## config.mk

```make
export PLATFORM = sky130hd
export DESIGN_NAME = hbr_regs
export DESIGN_NICKNAME = d
export VERILOG_FILES = /design/src/hbr_pkg.sv /design/src/hbr_flags_if.sv /design/src/hbr_flags.sv /design/src/hbr_regs.sv
export SDC_FILE = /design/constraint.sdc
export NUM_CORES = 1
export LEC_CHECK = 0
export ABC_AREA = 0
export BUFFER_PORTS_ARGS = -buffer_cell sky130_fd_sc_hd__buf_2
export CAP_MARGIN = 40
export CORE_ASPECT_RATIO = 0.75
export CORE_MARGIN = 2
export CORE_UTILIZATION = 35
export DETAILED_ROUTE_END_ITERATION = 12
export PLACE_DENSITY = 0.58
export REMOVE_ABC_BUFFERS = 1
export SYNTH_ARGS = -nofsm -noshare
export SYNTH_HDL_FRONTEND = slang
export SYNTH_SLANG_ARGS = --single-unit
```

## constraint.sdc

```tcl
create_clock -name clk -period 2.43 [get_ports clk]
set_clock_uncertainty 0.05 [all_clocks]
set_input_delay 0.486 -clock clk [delete_from_list [all_inputs] [get_ports clk]]
set_output_delay 0.486 -clock clk [all_outputs]
set_load 0.02 [all_outputs]
```

## src/hbr_pkg.sv

```systemverilog
/*
 * hbr_pkg: command codes, field positions and reset values for the
 * host buffer RAM control register group.
 * Assumes a 16-bit command/data parallel port driven by logic on clk.
 */
package hbr_pkg;
    localparam logic [7:0]  CMD_SCRATCH_RD  = 8'h28;
    localparam logic [7:0]  CMD_SCRATCH_WR  = 8'ha8;
    localparam logic [7:0]  CMD_SOFT_RESET  = 8'ha9;
    localparam logic [7:0]  CMD_ISO_LEN_RD  = 8'h2a;
    localparam logic [7:0]  CMD_ISO_LEN_WR  = 8'haa;
    localparam logic [7:0]  CMD_ACK_LEN_RD  = 8'h2b;
    localparam logic [7:0]  CMD_ACK_LEN_WR  = 8'hab;
    localparam logic [7:0]  CMD_STATE_RD    = 8'h2c;

    localparam logic [15:0] SCRATCH_RESET   = 16'h0000;
    localparam logic [15:0] ISO_LEN_RESET   = 16'h0000;
    localparam logic [15:0] ACK_LEN_RESET   = 16'h0000;
    localparam logic [2:0]  FLAGS_RESET     = 3'h0;
    localparam logic [7:0]  CMD_RESET       = 8'h00;
    localparam logic [15:0] RD_DATA_RESET   = 16'h0000;

    // buffer index inside the flag vectors
    localparam int          BUF_ISO_FIRST   = 0;
    localparam int          BUF_ISO_SECOND  = 1;
    localparam int          BUF_ACK         = 2;
    // field positions in buffer_state
    localparam int          LOADED_LSB      = 0;
    localparam int          CONSUMED_LSB    = 3;
    localparam logic [16:0] RAM_BYTES       = 17'h01000;

    typedef enum logic [2:0] {
        HBR_IDLE  = 3'b001,
        HBR_WDATA = 3'b010,
        HBR_RDATA = 3'b100
    } hbr_state_t;
endpackage

```

## src/hbr_flags_if.sv

```systemverilog
/*
 * hbr_flags_if: carries buffer load/consume events and the resulting
 * flags between the register bank and the flag tracker.
 * Assumes both ends run on the same clk.
 */
interface hbr_flags_if;
    logic [2:0] fill_start;
    logic [2:0] fill_done;
    logic [2:0] consume;
    logic       soft_reset;
    logic [2:0] loaded;
    logic [2:0] consumed;
    modport bank    (output fill_start, fill_done, consume, soft_reset,
                     input  loaded, consumed);
    modport tracker (input  fill_start, fill_done, consume, soft_reset,
                     output loaded, consumed);
endinterface

```

## src/hbr_flags.sv

```systemverilog
/*
 * hbr_flags: loaded and consumed flags for the three list buffers.
 * Assumes one-cycle event pulses on clk from the surrounding logic.
 */
module hbr_flags
    import hbr_pkg::*;
(
    // clock and reset
    input  wire logic       clk,
    input  wire logic       srst,
    // events and flags
    hbr_flags_if.tracker    fl
);
    logic [2:0] loaded_q;
    logic [2:0] consumed_q;

    // loaded: set by a completed fill, cleared once the controller reads it;
    // a completed fill in the same cycle as a consume keeps the flag set
    always_ff @(posedge clk) begin
        if (srst || fl.soft_reset) begin
            loaded_q <= FLAGS_RESET;
        end else begin
            loaded_q <= (loaded_q & ~fl.consume) | fl.fill_done;
        end
    end

    // consumed: set when the controller reads a buffer, dropped when software
    // begins refilling it; the set wins a same-cycle clash
    always_ff @(posedge clk) begin
        if (srst || fl.soft_reset) begin
            consumed_q <= FLAGS_RESET;
        end else begin
            consumed_q <= (consumed_q & ~fl.fill_start) | fl.consume;
        end
    end

    assign fl.loaded   = loaded_q;
    assign fl.consumed = consumed_q;
endmodule

```

## src/hbr_regs.sv

```systemverilog
/*
 * hbr_regs: command-addressed scratch, soft reset, list length and
 * buffer state registers of the host side.
 * Assumes the processor port and the buffer event inputs are driven by
 * logic on clk; pin synchronisation sits outside this block.
 */
// How it works
// - 16-bit scratch, read 28 write a8
// - command a9 resets host registers, not RAM
// - one iso length sets both iso buffers
// - 16-bit ack length, read 2b write ab
// - bits 5..3 show buffers consumed by controller
// - bits 2..0 show buffers holding data
// - status read-only via 2c, upper bits zero
module hbr_regs
    import hbr_pkg::*;
(
    // clock and reset
    input  wire logic        clk,
    input  wire logic        srst,
    // processor command port
    input  wire logic        cmd_valid,
    input  wire logic [7:0]  cmd_code,
    input  wire logic        wr_valid,
    input  wire logic [15:0] wr_data,
    input  wire logic        rd_req,
    output logic      [15:0] rd_data,
    output logic             rd_valid,
    // buffer activity from the controller core
    input  wire logic [2:0]  fill_start,
    input  wire logic [2:0]  fill_done,
    input  wire logic [2:0]  consume,
    // lengths to the buffer allocator
    output logic      [15:0] iso_first_length,
    output logic      [15:0] iso_second_length,
    output logic      [15:0] ack_length,
    output logic             length_overflow
);
    hbr_state_t  state_q;
    logic [7:0]  cmd_q;
    logic [15:0] scratch_q;
    logic [15:0] iso_len_q;
    logic [15:0] ack_len_q;
    logic [15:0] rd_data_q;
    logic        rd_valid_q;
    logic        soft_rst_q;
    logic        overflow_q;
    logic [15:0] state_word;
    logic        host_rst;

    // decoded strobes and the ram budget sum
    logic        soft_hit;
    logic        rd_take;
    logic        scratch_wr;
    logic        iso_len_wr;
    logic        ack_len_wr;
    logic [17:0] len_total;

    hbr_flags_if fl ();

    assign fl.fill_start = fill_start;
    assign fl.fill_done  = fill_done;
    assign fl.consume    = consume;
    assign fl.soft_reset = soft_rst_q;

    hbr_flags hbr_flags_inst (
        .clk  (clk),
        .srst (srst),
        .fl   (fl)
    );

    function automatic logic is_write_cmd(input logic [7:0] c);
        return c == CMD_SCRATCH_WR || c == CMD_ISO_LEN_WR ||
               c == CMD_ACK_LEN_WR;
    endfunction

    // ack plus both iso lists; 18 bits so a doubled iso length cannot wrap
    function automatic logic [17:0] len_sum(input logic [15:0] ack,
                                            input logic [15:0] iso);
        return {2'b00, ack} + {1'b0, iso, 1'b0};
    endfunction

    // soft reset takes effect one cycle after the code lands; a command in
    // that cycle is dropped along with everything else
    // the buffer ram sits outside this block; no reset path reaches it
    assign soft_hit = cmd_valid && cmd_code == CMD_SOFT_RESET;
    assign host_rst = srst || soft_rst_q;

    always_ff @(posedge clk) begin
        if (srst) begin
            soft_rst_q <= 1'b0;
        end else begin
            soft_rst_q <= soft_hit;
        end
    end

    // command phase then one data phase; a fresh code in a data phase
    // aborts it, so a processor that lost count can always start over
    always_ff @(posedge clk) begin
        if (host_rst) begin
            state_q <= HBR_IDLE;
        end else begin
            case (state_q)
                HBR_IDLE: begin
                    if (cmd_valid && !soft_hit) begin
                        state_q <= is_write_cmd(cmd_code) ? HBR_WDATA
                                                          : HBR_RDATA;
                    end
                end
                HBR_WDATA: begin
                    if (wr_valid || cmd_valid) begin
                        state_q <= HBR_IDLE;
                    end
                end
                HBR_RDATA: begin
                    if (rd_req || cmd_valid) begin
                        state_q <= HBR_IDLE;
                    end
                end
                default: state_q <= HBR_IDLE;
            endcase
        end
    end

    // code held for the data phase that follows it
    always_ff @(posedge clk) begin
        if (host_rst) begin
            cmd_q <= CMD_RESET;
        end else if (state_q == HBR_IDLE && cmd_valid && !soft_hit) begin
            cmd_q <= cmd_code;
        end
    end

    function automatic logic wr_hit(input hbr_state_t s, input logic v,
                                    input logic [7:0] c, input logic [7:0] k);
        return s == HBR_WDATA && v && c == k;
    endfunction

    // write strobes land only in the data phase of their own code
    assign scratch_wr = wr_hit(state_q, wr_valid, cmd_q, CMD_SCRATCH_WR);
    assign iso_len_wr = wr_hit(state_q, wr_valid, cmd_q, CMD_ISO_LEN_WR);
    assign ack_len_wr = wr_hit(state_q, wr_valid, cmd_q, CMD_ACK_LEN_WR);
    assign rd_take    = state_q == HBR_RDATA && rd_req;

    always_ff @(posedge clk) begin
        if (host_rst) begin
            scratch_q <= SCRATCH_RESET;
        end else if (scratch_wr) begin
            scratch_q <= wr_data;
        end
    end

    always_ff @(posedge clk) begin
        if (host_rst) begin
            iso_len_q <= ISO_LEN_RESET;
        end else if (iso_len_wr) begin
            iso_len_q <= wr_data;
        end
    end

    always_ff @(posedge clk) begin
        if (host_rst) begin
            ack_len_q <= ACK_LEN_RESET;
        end else if (ack_len_wr) begin
            ack_len_q <= wr_data;
        end
    end

    // reserved bits tie to zero; no write code reaches this word
    always_comb begin
        state_word = 16'h0000;
        state_word[LOADED_LSB +: 3]   = fl.loaded;
        state_word[CONSUMED_LSB +: 3] = fl.consumed;
    end

    // unknown read codes answer zero rather than stalling the processor
    always_ff @(posedge clk) begin
        if (host_rst) begin
            rd_data_q <= RD_DATA_RESET;
        end else begin
            if (rd_take) begin
                case (cmd_q)
                    CMD_SCRATCH_RD: rd_data_q <= scratch_q;
                    CMD_ISO_LEN_RD: rd_data_q <= iso_len_q;
                    CMD_ACK_LEN_RD: rd_data_q <= ack_len_q;
                    CMD_STATE_RD:   rd_data_q <= state_word;
                    default:        rd_data_q <= 16'h0000;
                endcase
            end
        end
    end

    // answer strobe lasts one cycle; the data above holds until the next
    // answer, so a slow processor may fetch it later from the port
    always_ff @(posedge clk) begin
        if (host_rst) begin
            rd_valid_q <= 1'b0;
        end else begin
            rd_valid_q <= rd_take;
        end
    end

    // sum is combinational; the flag is registered and lags one cycle
    assign len_total = len_sum(ack_len_q, iso_len_q);

    // the limit is software's duty; the flag only reports a bad setting
    always_ff @(posedge clk) begin
        if (host_rst) begin
            overflow_q <= 1'b0;
        end else begin
            overflow_q <= len_total > {1'b0, RAM_BYTES};
        end
    end

    assign rd_data           = rd_data_q;
    assign rd_valid          = rd_valid_q;
    assign iso_first_length  = iso_len_q;
    assign iso_second_length = iso_len_q;
    assign ack_length        = ack_len_q;
    assign length_overflow   = overflow_q;
endmodule

```

==> results of run 1 <==
[timing repair]
action                                  CTS  global route
gates resized for setup                   1            10
buffers inserted                          0             1
endpoints found under the setup margin    1             1
pin swaps                                 4             6
[per-stage QoR]
step	power [W]	instance area, µm²
after floorplan	0.00153	4150
after global placement	0.00160	5060
after detailed placement	0.00161	5060
after CTS	0.00294	5350
after global routing	0.00302	5400
final	0.00292	5400
[registers in the layout, summed over array words and instances (netlist names)]
register / flops
fl.soft_reset: 1
ack_length: 16
iso_first_length: 16
rd_data: 16
hbr_flags_inst.fl.consumed: 3
length_overflow: 1
rd_valid: 1
scratch_q: 16
hbr_flags_inst.fl.loaded: 3
state_q: 3
cmd_q: 8
[critical path, stage by stage, from the launching register on]
cell	delay, ns
dfxtp_2	0.36
ha_4	0.15
fa_2	0.41
or3_1	0.33
a211oi_2	0.16
nor4b_2	0.23
nand4_1	0.14
o41ai_2	0.34
a31oi_1	0.11
[per-layer routing]
layer / vias to the layer above / share of wire (%) / routed length (µm)
li1: 1857 / - / -
met5: - / 0 / 0
met4: 0 / 1.1 / 125
met2: 112 / 42 / 4870
met3: 10 / 6.0 / 696
met1: 1762 / 51 / 6000
[layout make-up]
class	count	area share [%]
Tap cell	166	3.85
Multi-Input combinational cell	335	46.0
Clock inverter	5	0.973
Clock buffer	11	4.31
Sequential cell	84	31.2
Timing Repair Buffer	129	13.2
Inverter	8	0.556
[synth_stat cells, types with 3 or more instances]
cell type	count	area, µm²
nand2b_1	3	18.8
a2bb2oi_1	11	96.3
dfxtp_1	84	1680
nand2_1	7	26.3
buf_6	4	45.0
inv_1	8	30.0
nand3_1	4	20.0
nor4b_1	4	35.0
ha_1	15	188
nor2_1	93	349
clkbuf_1	10	37.5
mux2_2	10	113
nor3_1	4	20.0
a22oi_1	10	75.1
mux2i_1	74	741
a21oi_1	20	100
buf_4	16	120
a211oi_1	6	45.0
o21ai_0	10	50.1
a31oi_1	3	18.8
buf_2	8	40.0
o22ai_1	7	43.8
[kinds of logic (layout without fill, tap and decap cells)]
kind of cell               count (synthesis)  count (layout)  synth area share (%)
adders and majority gates                 16              16                  4.70
DFF                                       84              84                  38.1
xor gates and xnor gates                   4               4                 0.794
AOI/OAI and AO/OA                         84              84                  13.2
and+or+nand+nor                          147             147                  17.2
buffers and inverters                     48             153                  6.74
muxes                                     84              84                  19.3
[worst paths after layout]
kind                                      start                       endpoint  slack (ns)  depth (start not counted)
setup / recovery                  ack_length[1]                length_overflow       0.003                          8
hold / removal                             srst                  fl.soft_reset        0.27                          2
setup reg to reg                  ack_length[1]                length_overflow       0.003                          8
hold reg to reg   hbr_flags_inst.fl.consumed[2]  hbr_flags_inst.fl.consumed[2]        0.42                          2
[report_power, final]
| group | total (W) | switching [W] | leakage, nW | internal [W] |
|---|---|---|---|---|
| clock network | 0.00134 | 0.000550 | 0.139 | 0.000792 |
| logic | 0.000163 | 0.0000921 | 1.82 | 0.0000711 |
| registers | 0.00141 | 0.0000155 | 0.681 | 0.00140 |
| total | 0.00292 | 0.000658 | 2.64 | 0.00226 |
==> results.cfg, run 1 <==
[status]
outcome = completed

[clock_tree]
cts_buffers = 9
cts_tree = built
clock_latency_ns = 0.34
numClockSinks = 84
cts_max_path_buffers = 2
hold_buffers = 0
clkTransAtPathRegs_ns = 0.06
cts_htree_levels = 3
ctsRootBufferMaster = clkbuf_16

[sta]
rsz0062_at_grt = yes
fmax_mhz = 412
finalCritPeriodShare_pct = 99.9
hold_ws_ns = 0.266
setup_viol = 0
tns_ns = 0
tightest_slew_ns = 0.901
slew_headroom_pct = 40.0
maxSlewViolCount = 0
hold_viol = 0
worst_slack_ns = 0.00337
finalCriticalPeriod_ns = 2.43

[route]
dr.pass1.iters = 4
wl_um = 11700
ant_nets = 0
post_drt_wl_per_cell_um = 15.8
vias = 3741
drt_iter0_markers = 160
vias_per_cell = 5.07
drc = 0

[die]
core_mm2 = 0.0123
die-area_mm2 = 0.0135
start_util_pct = 35.9
ios = 104
die_h_um = 101
die-width_um = 134
rows = 35

[pwr]
ir_worst_vdd_mv = 0.411
power_density_mw_per_mm2 = 540
p_leak_nw = 2.64

[global_routing]
grt_usage_pct = 17.3
grt_pass1_vias = 3564
grt_antenna_before_repair = 0
grt_overflow = 0
grt_max_degree = 46
grt_pass1_wl_um = 18500
use_met3_pct = 4.40
grt_use_met1_pct = 24.8
busiest_layer = met2
met2_usage_pct = 26.2

[run]
cap_violations = 0

[finish]
drive_above_1_share_pct = 31.3
multi_input_area_mm2 = 0.00248
fin_util_pct = 43.9
num_antenna_cells = 0
area_growth_pct = 22.3
nFillCells = 1210
final_common_cell = buf_2
regArea_mm2 = 0.00168
stdcell_count = 738
final_cell_mix = buf_2 (103), nor2_1 (93), dfxtp_1 (82)
nets = 621

[setup_path]
start_kind = flip-flop
cp-end-kind = flip-flop
critPathArrivalTime_ns = 2.56
cp_max_fo = 2
critPathKind = reg -> reg
critPathRequiredTime_ns = 2.56

[synthesis]
netlist_area_mm2 = 0.00442
ys_ff_latch = 84
async_flop_share_pct = 0
syn_area_per_cell_um2 = 9.46
syn_inst = 467
ys.warnings.count = 0
yosysUniqueCellTypes = 61
synth_flop_cell = dfxtp_1
synth_edf_count = 0
synth-seq-area-share_pct = 38.1

[placement]
place_inst = 721
numPortBuffers = 103
place_congestion = 0.836
dp_hpwl_um = 8650
pre_cts_ws_ns = -0.0760

[hold_path]
hp-class = in -> reg
No activity file was read; power rests on OpenSTA's default activity.
==> run 2: changes to the inputs <==
==> constraint.sdc (replaced) <==
create_clock -name clk -period 2.43 [get_ports clk]
set_clock_uncertainty 0.05 [all_clocks]
set_input_delay 0.1215 -clock clk [delete_from_list [all_inputs] [get_ports clk]]
set_output_delay 0.1215 -clock clk [all_outputs]
set_load 0.02 [all_outputs]
==> run 2 against run 1 <==
Effect of this change:
- the run now ends with setup timing left
- hold slack worse by 0.26 ns
- critical path depth stayed put
- flip-flop and latch count stayed put
- global-route usage is 0.46 points higher
- sequential power hardly changed
- count of clock-buffer cells in the layout is 2 higher
- highest routed layer unchanged
- setup slack worse by 0.038 ns
- clock power is 8% higher
- wire length is 1.8% higher
- cell area is 3.7% higher
- total power is 4.6% higher
- largest cell class unchanged
- non-clock buffer count is 15 higher
==> results.cfg, run 2 (same netlist as run 1, synthesis figures left out) <==
[setup_path]
critPathKind = reg -> reg
critPathRequiredTime_ns = 2.58
crit_chain = ha_4 > fa_1 > or3_4 > a211oi_2 > nor4b_2 > nand4_1 > o41ai_2 > a31oi_1
crit_family = simple AND/OR/NAND/NOR gates
start_kind = flip-flop
reg2reg_slack_ns = -0.03
rr_startpoint = ack_length[1]
cp_max_fo = 2
critPathBufInv = 0
critPathArrivalTime_ns = 2.62
cp-end-kind = flip-flop
cp_slowest_cell = fa_1
max_stage_delay_ns = 0.45
startpoint = ack_length[1]

[route]
wl_um = 11900
post_drt_wl_per_cell_um = 15.8
drt_iter0_markers = 159
dr.pass1.iters = 4
vias = 3834
drc = 0
ant_nets = 0
vias_per_cell = 5.09

[hold_path]
hold_path_startpoint = wr_data[6]
hp-class = in -> reg

[pwr]
p_clk_share_pct = 47.6
intPower_w = 0.00239
p_sw_w = 0.000658
power_w = 0.00305
p_sw_share_pct = 21.6
p_leak_nw = 2.73
combPwrFrac_pct = 6.1
seqPwrFrac_pct = 46.2
ir_worst_vdd_mv = 0.358
power_density_mw_per_mm2 = 545

[die]
rows = 35
die_h_um = 101
ios = 104
die-width_um = 134
start_util_pct = 35.9
core_mm2 = 0.0123
die-area_mm2 = 0.0135

[finish]
final_cell_mix = buf_2 (103), nor2_1 (93), dfxtp_1 (82)
stdcell_count = 753
num_antenna_cells = 0
area_growth_pct = 26.7
final_common_cell = buf_2
drive_above_1_share_pct = 29.6
fin_util_pct = 45.5
nets = 636

[run]
cap_violations = 0

[sta]
fmax_mhz = 406
finalCriticalPeriod_ns = 2.46
slew_headroom_pct = 43.6
hold_ws_ns = 0.00948
setup_viol = 1
tightest_slew_ns = 0.846
worst_slack_ns = -0.0343
rsz0062_at_grt = yes
hold_viol = 0
maxSlewViolCount = 0
finalCritPeriodShare_pct = 101

[clock_tree]
ctsRootBufferMaster = clkbuf_16
cts_tree = built
cts_htree_levels = 3
cts_buffers = 9
cts_max_path_buffers = 2
clkTransAtPathRegs_ns = 0.06
clock_latency_ns = 0.34
numClockSinks = 84

[placement]
pre_cts_ws_ns = -0.111
place_congestion = 0.824
dp_hpwl_um = 8500
place_inst = 717
numPortBuffers = 103

[status]
violations = setup timing
outcome = complete, but fails checks

[global_routing]
grt_overflow = 0
grt_pass1_wl_um = 18900
grt_max_degree = 43
grt_antenna_before_repair = 0
grt_usage_pct = 17.8
grt_pass1_vias = 3676
==> run 2: timing repair <==
action,CTS,global route
gates resized for setup,5,2
hold buffers,19,0
setup endpoints to repair,1,1
endpoints found under the hold margin,17,0
setup buffers,1,0
pin swaps,6,0
==> run 2: worst min-delay path, delay by kind of cell <==
| kind | cells | cell delay [ns] |
|---|---|---|
| simple gates | 1 | 0.07 |
| buf+inv | 1 | 0.10 |
| mux | 1 | 0.06 |
==> run 2: final cells by class <==
cell class | count | area (µm²)
Sequential cell | 84 | 1680
Multi-Input combinational cell | 335 | 2470
Inverter | 8 | 30.0
Timing Repair Buffer | 144 | 883
Clock inverter | 3 | 42.5
Tap cell | 166 | 208
Clock buffer | 13 | 280
Fill cell | 1203 | 6710
==> run 2: worst paths after layout <==
check                    end  cells past startpoint
max          length_overflow                      8
min            ack_length[6]                      3
max reg2reg  length_overflow                      8
min reg2reg       state_q[2]                      1
==> run 2: stage by stage <==
stage,instance area (µm²),TNS (ns)
2_1_floorplan,4150,-0.264
3_3_place_gp,5040,-0.0379
3_5_place_dp,5040,-0.111
4_1_cts,5580,-0.00199
5_1_grt,5600,-0.0877
6_report,5600,-0.0343
==> run 2: power groups by stage <==
stage	logic [W]	clock network [W]	registers [W]
global route	0.000204	0.00155	0.00141
CTS	0.000186	0.00148	0.00141
detailed placement	0.000161	0	0.00144
finish	0.000187	0.00145	0.00141
floorplan	0.0000793	0	0.00145
global placement	0.000159	0	0.00144
==> run 2: metal layers <==
layer	GRT usage (%)	up-vias	share of wire [%]
li1	-	1879	-
met1	24.3	1846	49
met2	28.1	107	45
met3	4.85	2	5.7
met4	4.17	0	0.31
met5	0	-	0
==> run 3: changes to the inputs <==
- PLACE_DENSITY: 0.58 -> 0.66
==> run 3 against run 2 <==
Effect of this change:
- global-route usage is 0.69 points lower
- flip-flop and latch count is the same
- the flow now finishes without violations
- critical endpoint unchanged
- critical path depth did not move
- final cell count is 0.80% lower
==> results.cfg, run 3 (same netlist as run 1, synthesis figures left out) <==
[status]
outcome = completed

[global_routing]
grt_usage_pct = 17.1
grt_pass1_wl_um = 18600
grt_max_degree = 49
met2_usage_pct = 28.2
grt_antenna_before_repair = 0
grt_overflow = 0
busiest_layer = met2
grt_pass1_vias = 3725
grt_use_met1_pct = 22.6
use_met3_pct = 4.50

[placement]
pre_cts_ws_ns = -0.0288
numPortBuffers = 103
place_inst = 716
dp_hpwl_um = 8410
place_congestion = 0.858

[setup_path]
reg2reg_slack_ns = 0.04
critPathArrivalTime_ns = 2.56
critPathKind = reg -> reg
rr_startpoint = ack_length[1]
startpoint = ack_length[1]
critPathRequiredTime_ns = 2.59
rr_worst_depth = 8
cp_max_fo = 2
start_kind = flip-flop
cp-end-kind = flip-flop
worstReg2RegEnd = length_overflow

[sta]
hold_viol = 0
finalCritPeriodShare_pct = 98.6
setup_viol = 0
tns_ns = 0
slew_headroom_pct = 53.9
worst_slack_ns = 0.0351
finalCriticalPeriod_ns = 2.39
fmax_mhz = 418
rsz0062_at_grt = yes
maxSlewViolCount = 0
tightest_slew_ns = 0.691

[die]
start_util_pct = 35.9
core_mm2 = 0.0123
ios = 104
rows = 35
die-width_um = 134
die_h_um = 101
die-area_mm2 = 0.0135

[route]
vias_per_cell = 5.08
drt_iter0_markers = 121
dr.pass1.iters = 4
drc = 0
ant_nets = 0
vias = 3794
post_drt_wl_per_cell_um = 15.3
wl_um = 11400

[pwr]
ir_worst_vdd_mv = 0.319
intPower_w = 0.00232
seqPwrFrac_pct = 47.8
p_sw_w = 0.000628
power_density_mw_per_mm2 = 534
combPwrFrac_pct = 6.2
p_leak_nw = 2.71
p_clk_share_pct = 46.0
p_sw_share_pct = 21.3

[clock_tree]
cts_tree = built
cts_max_path_buffers = 2
clkTransAtPathRegs_ns = 0.06
ctsRootBufferMaster = clkbuf_16
clock_latency_ns = 0.34
cts_buffers = 9
numClockSinks = 84
cts_htree_levels = 3

[finish]
final_common_cell = buf_2
stdcell_count = 747
num_antenna_cells = 0
area_growth_pct = 25.2
final_cell_mix = buf_2 (103), nor2_1 (93), dfxtp_1 (82)
nets = 632
fin_util_pct = 44.9
drive_above_1_share_pct = 29.3

[hold_path]
whs_endpoint = cmd_q[0]
hp-class = in -> reg
holdPathStages = 3
hold_path_startpoint = cmd_code[0]

[run]
cap_violations = 0
-- run 3: worst max path at each step --
stage / endpoint / slack [ns] / cells after the start
after floorplan: length_overflow / -0.26 / 8
after global placement: length_overflow / -0.03 / 8
after detailed placement: length_overflow / -0.03 / 8
after CTS: length_overflow / 0.03 / 8
after global routing: length_overflow / -0.04 / 8
final: length_overflow / 0.04 / 8
-- run 3: area by class of cell --
type | instances | area (µm²)
repair buffers | 140 | 846
flip-flops and latches | 84 | 1680
clock buffers | 12 | 256
inverters | 8 | 30.0
multi-input cells | 335 | 2470
well taps | 166 | 208
clock inverters | 2 | 35.0
fillers | 1181 | 6780
-- run 3: worst max-delay path: stages, from the launching register on --
cell	delay, ns
dfxtp_2	0.33
ha_4	0.16
fa_1	0.41
or3_1	0.32
a211oi_2	0.17
nor4b_4	0.22
nand4_1	0.15
o41ai_2	0.34
a31oi_1	0.12
-- run 3: through the flow --
stage          hold slack (ns)  cell area [µm²]  total power, W
6_report               0.00960             5530         0.00295
5_1_grt                 0.0111             5530         0.00307
4_1_cts               0.000136             5480         0.00297
3_5_place_dp             0.254             5030         0.00160
3_3_place_gp             0.252             5030         0.00159
2_1_floorplan            0.148             4150         0.00153
-- run 3: power groups by stage --
stage	registers, W	logic [W]	clock network, W
floorplan	0.00145	0.0000793	0
global placement	0.00144	0.000155	0
detailed placement	0.00144	0.000160	0
CTS	0.00141	0.000180	0.00138
global route	0.00141	0.000198	0.00146
finish	0.00141	0.000182	0.00136
-- run 3: timing repair --
action                                 CTS  global route
endpoints found under the hold margin   12             1
hold buffers                            15             1
pin swaps                                2             6
gates resized for setup                  1             7
setup endpoints to repair                1             1
setup buffers                            0             1
-- run 3: per-layer routing --
metal  vias up  wire length (µm)
met3        10               623
li1       1877                 -
met5         -                 0
met1      1789              5640
met2       118              5040
met4         0                97
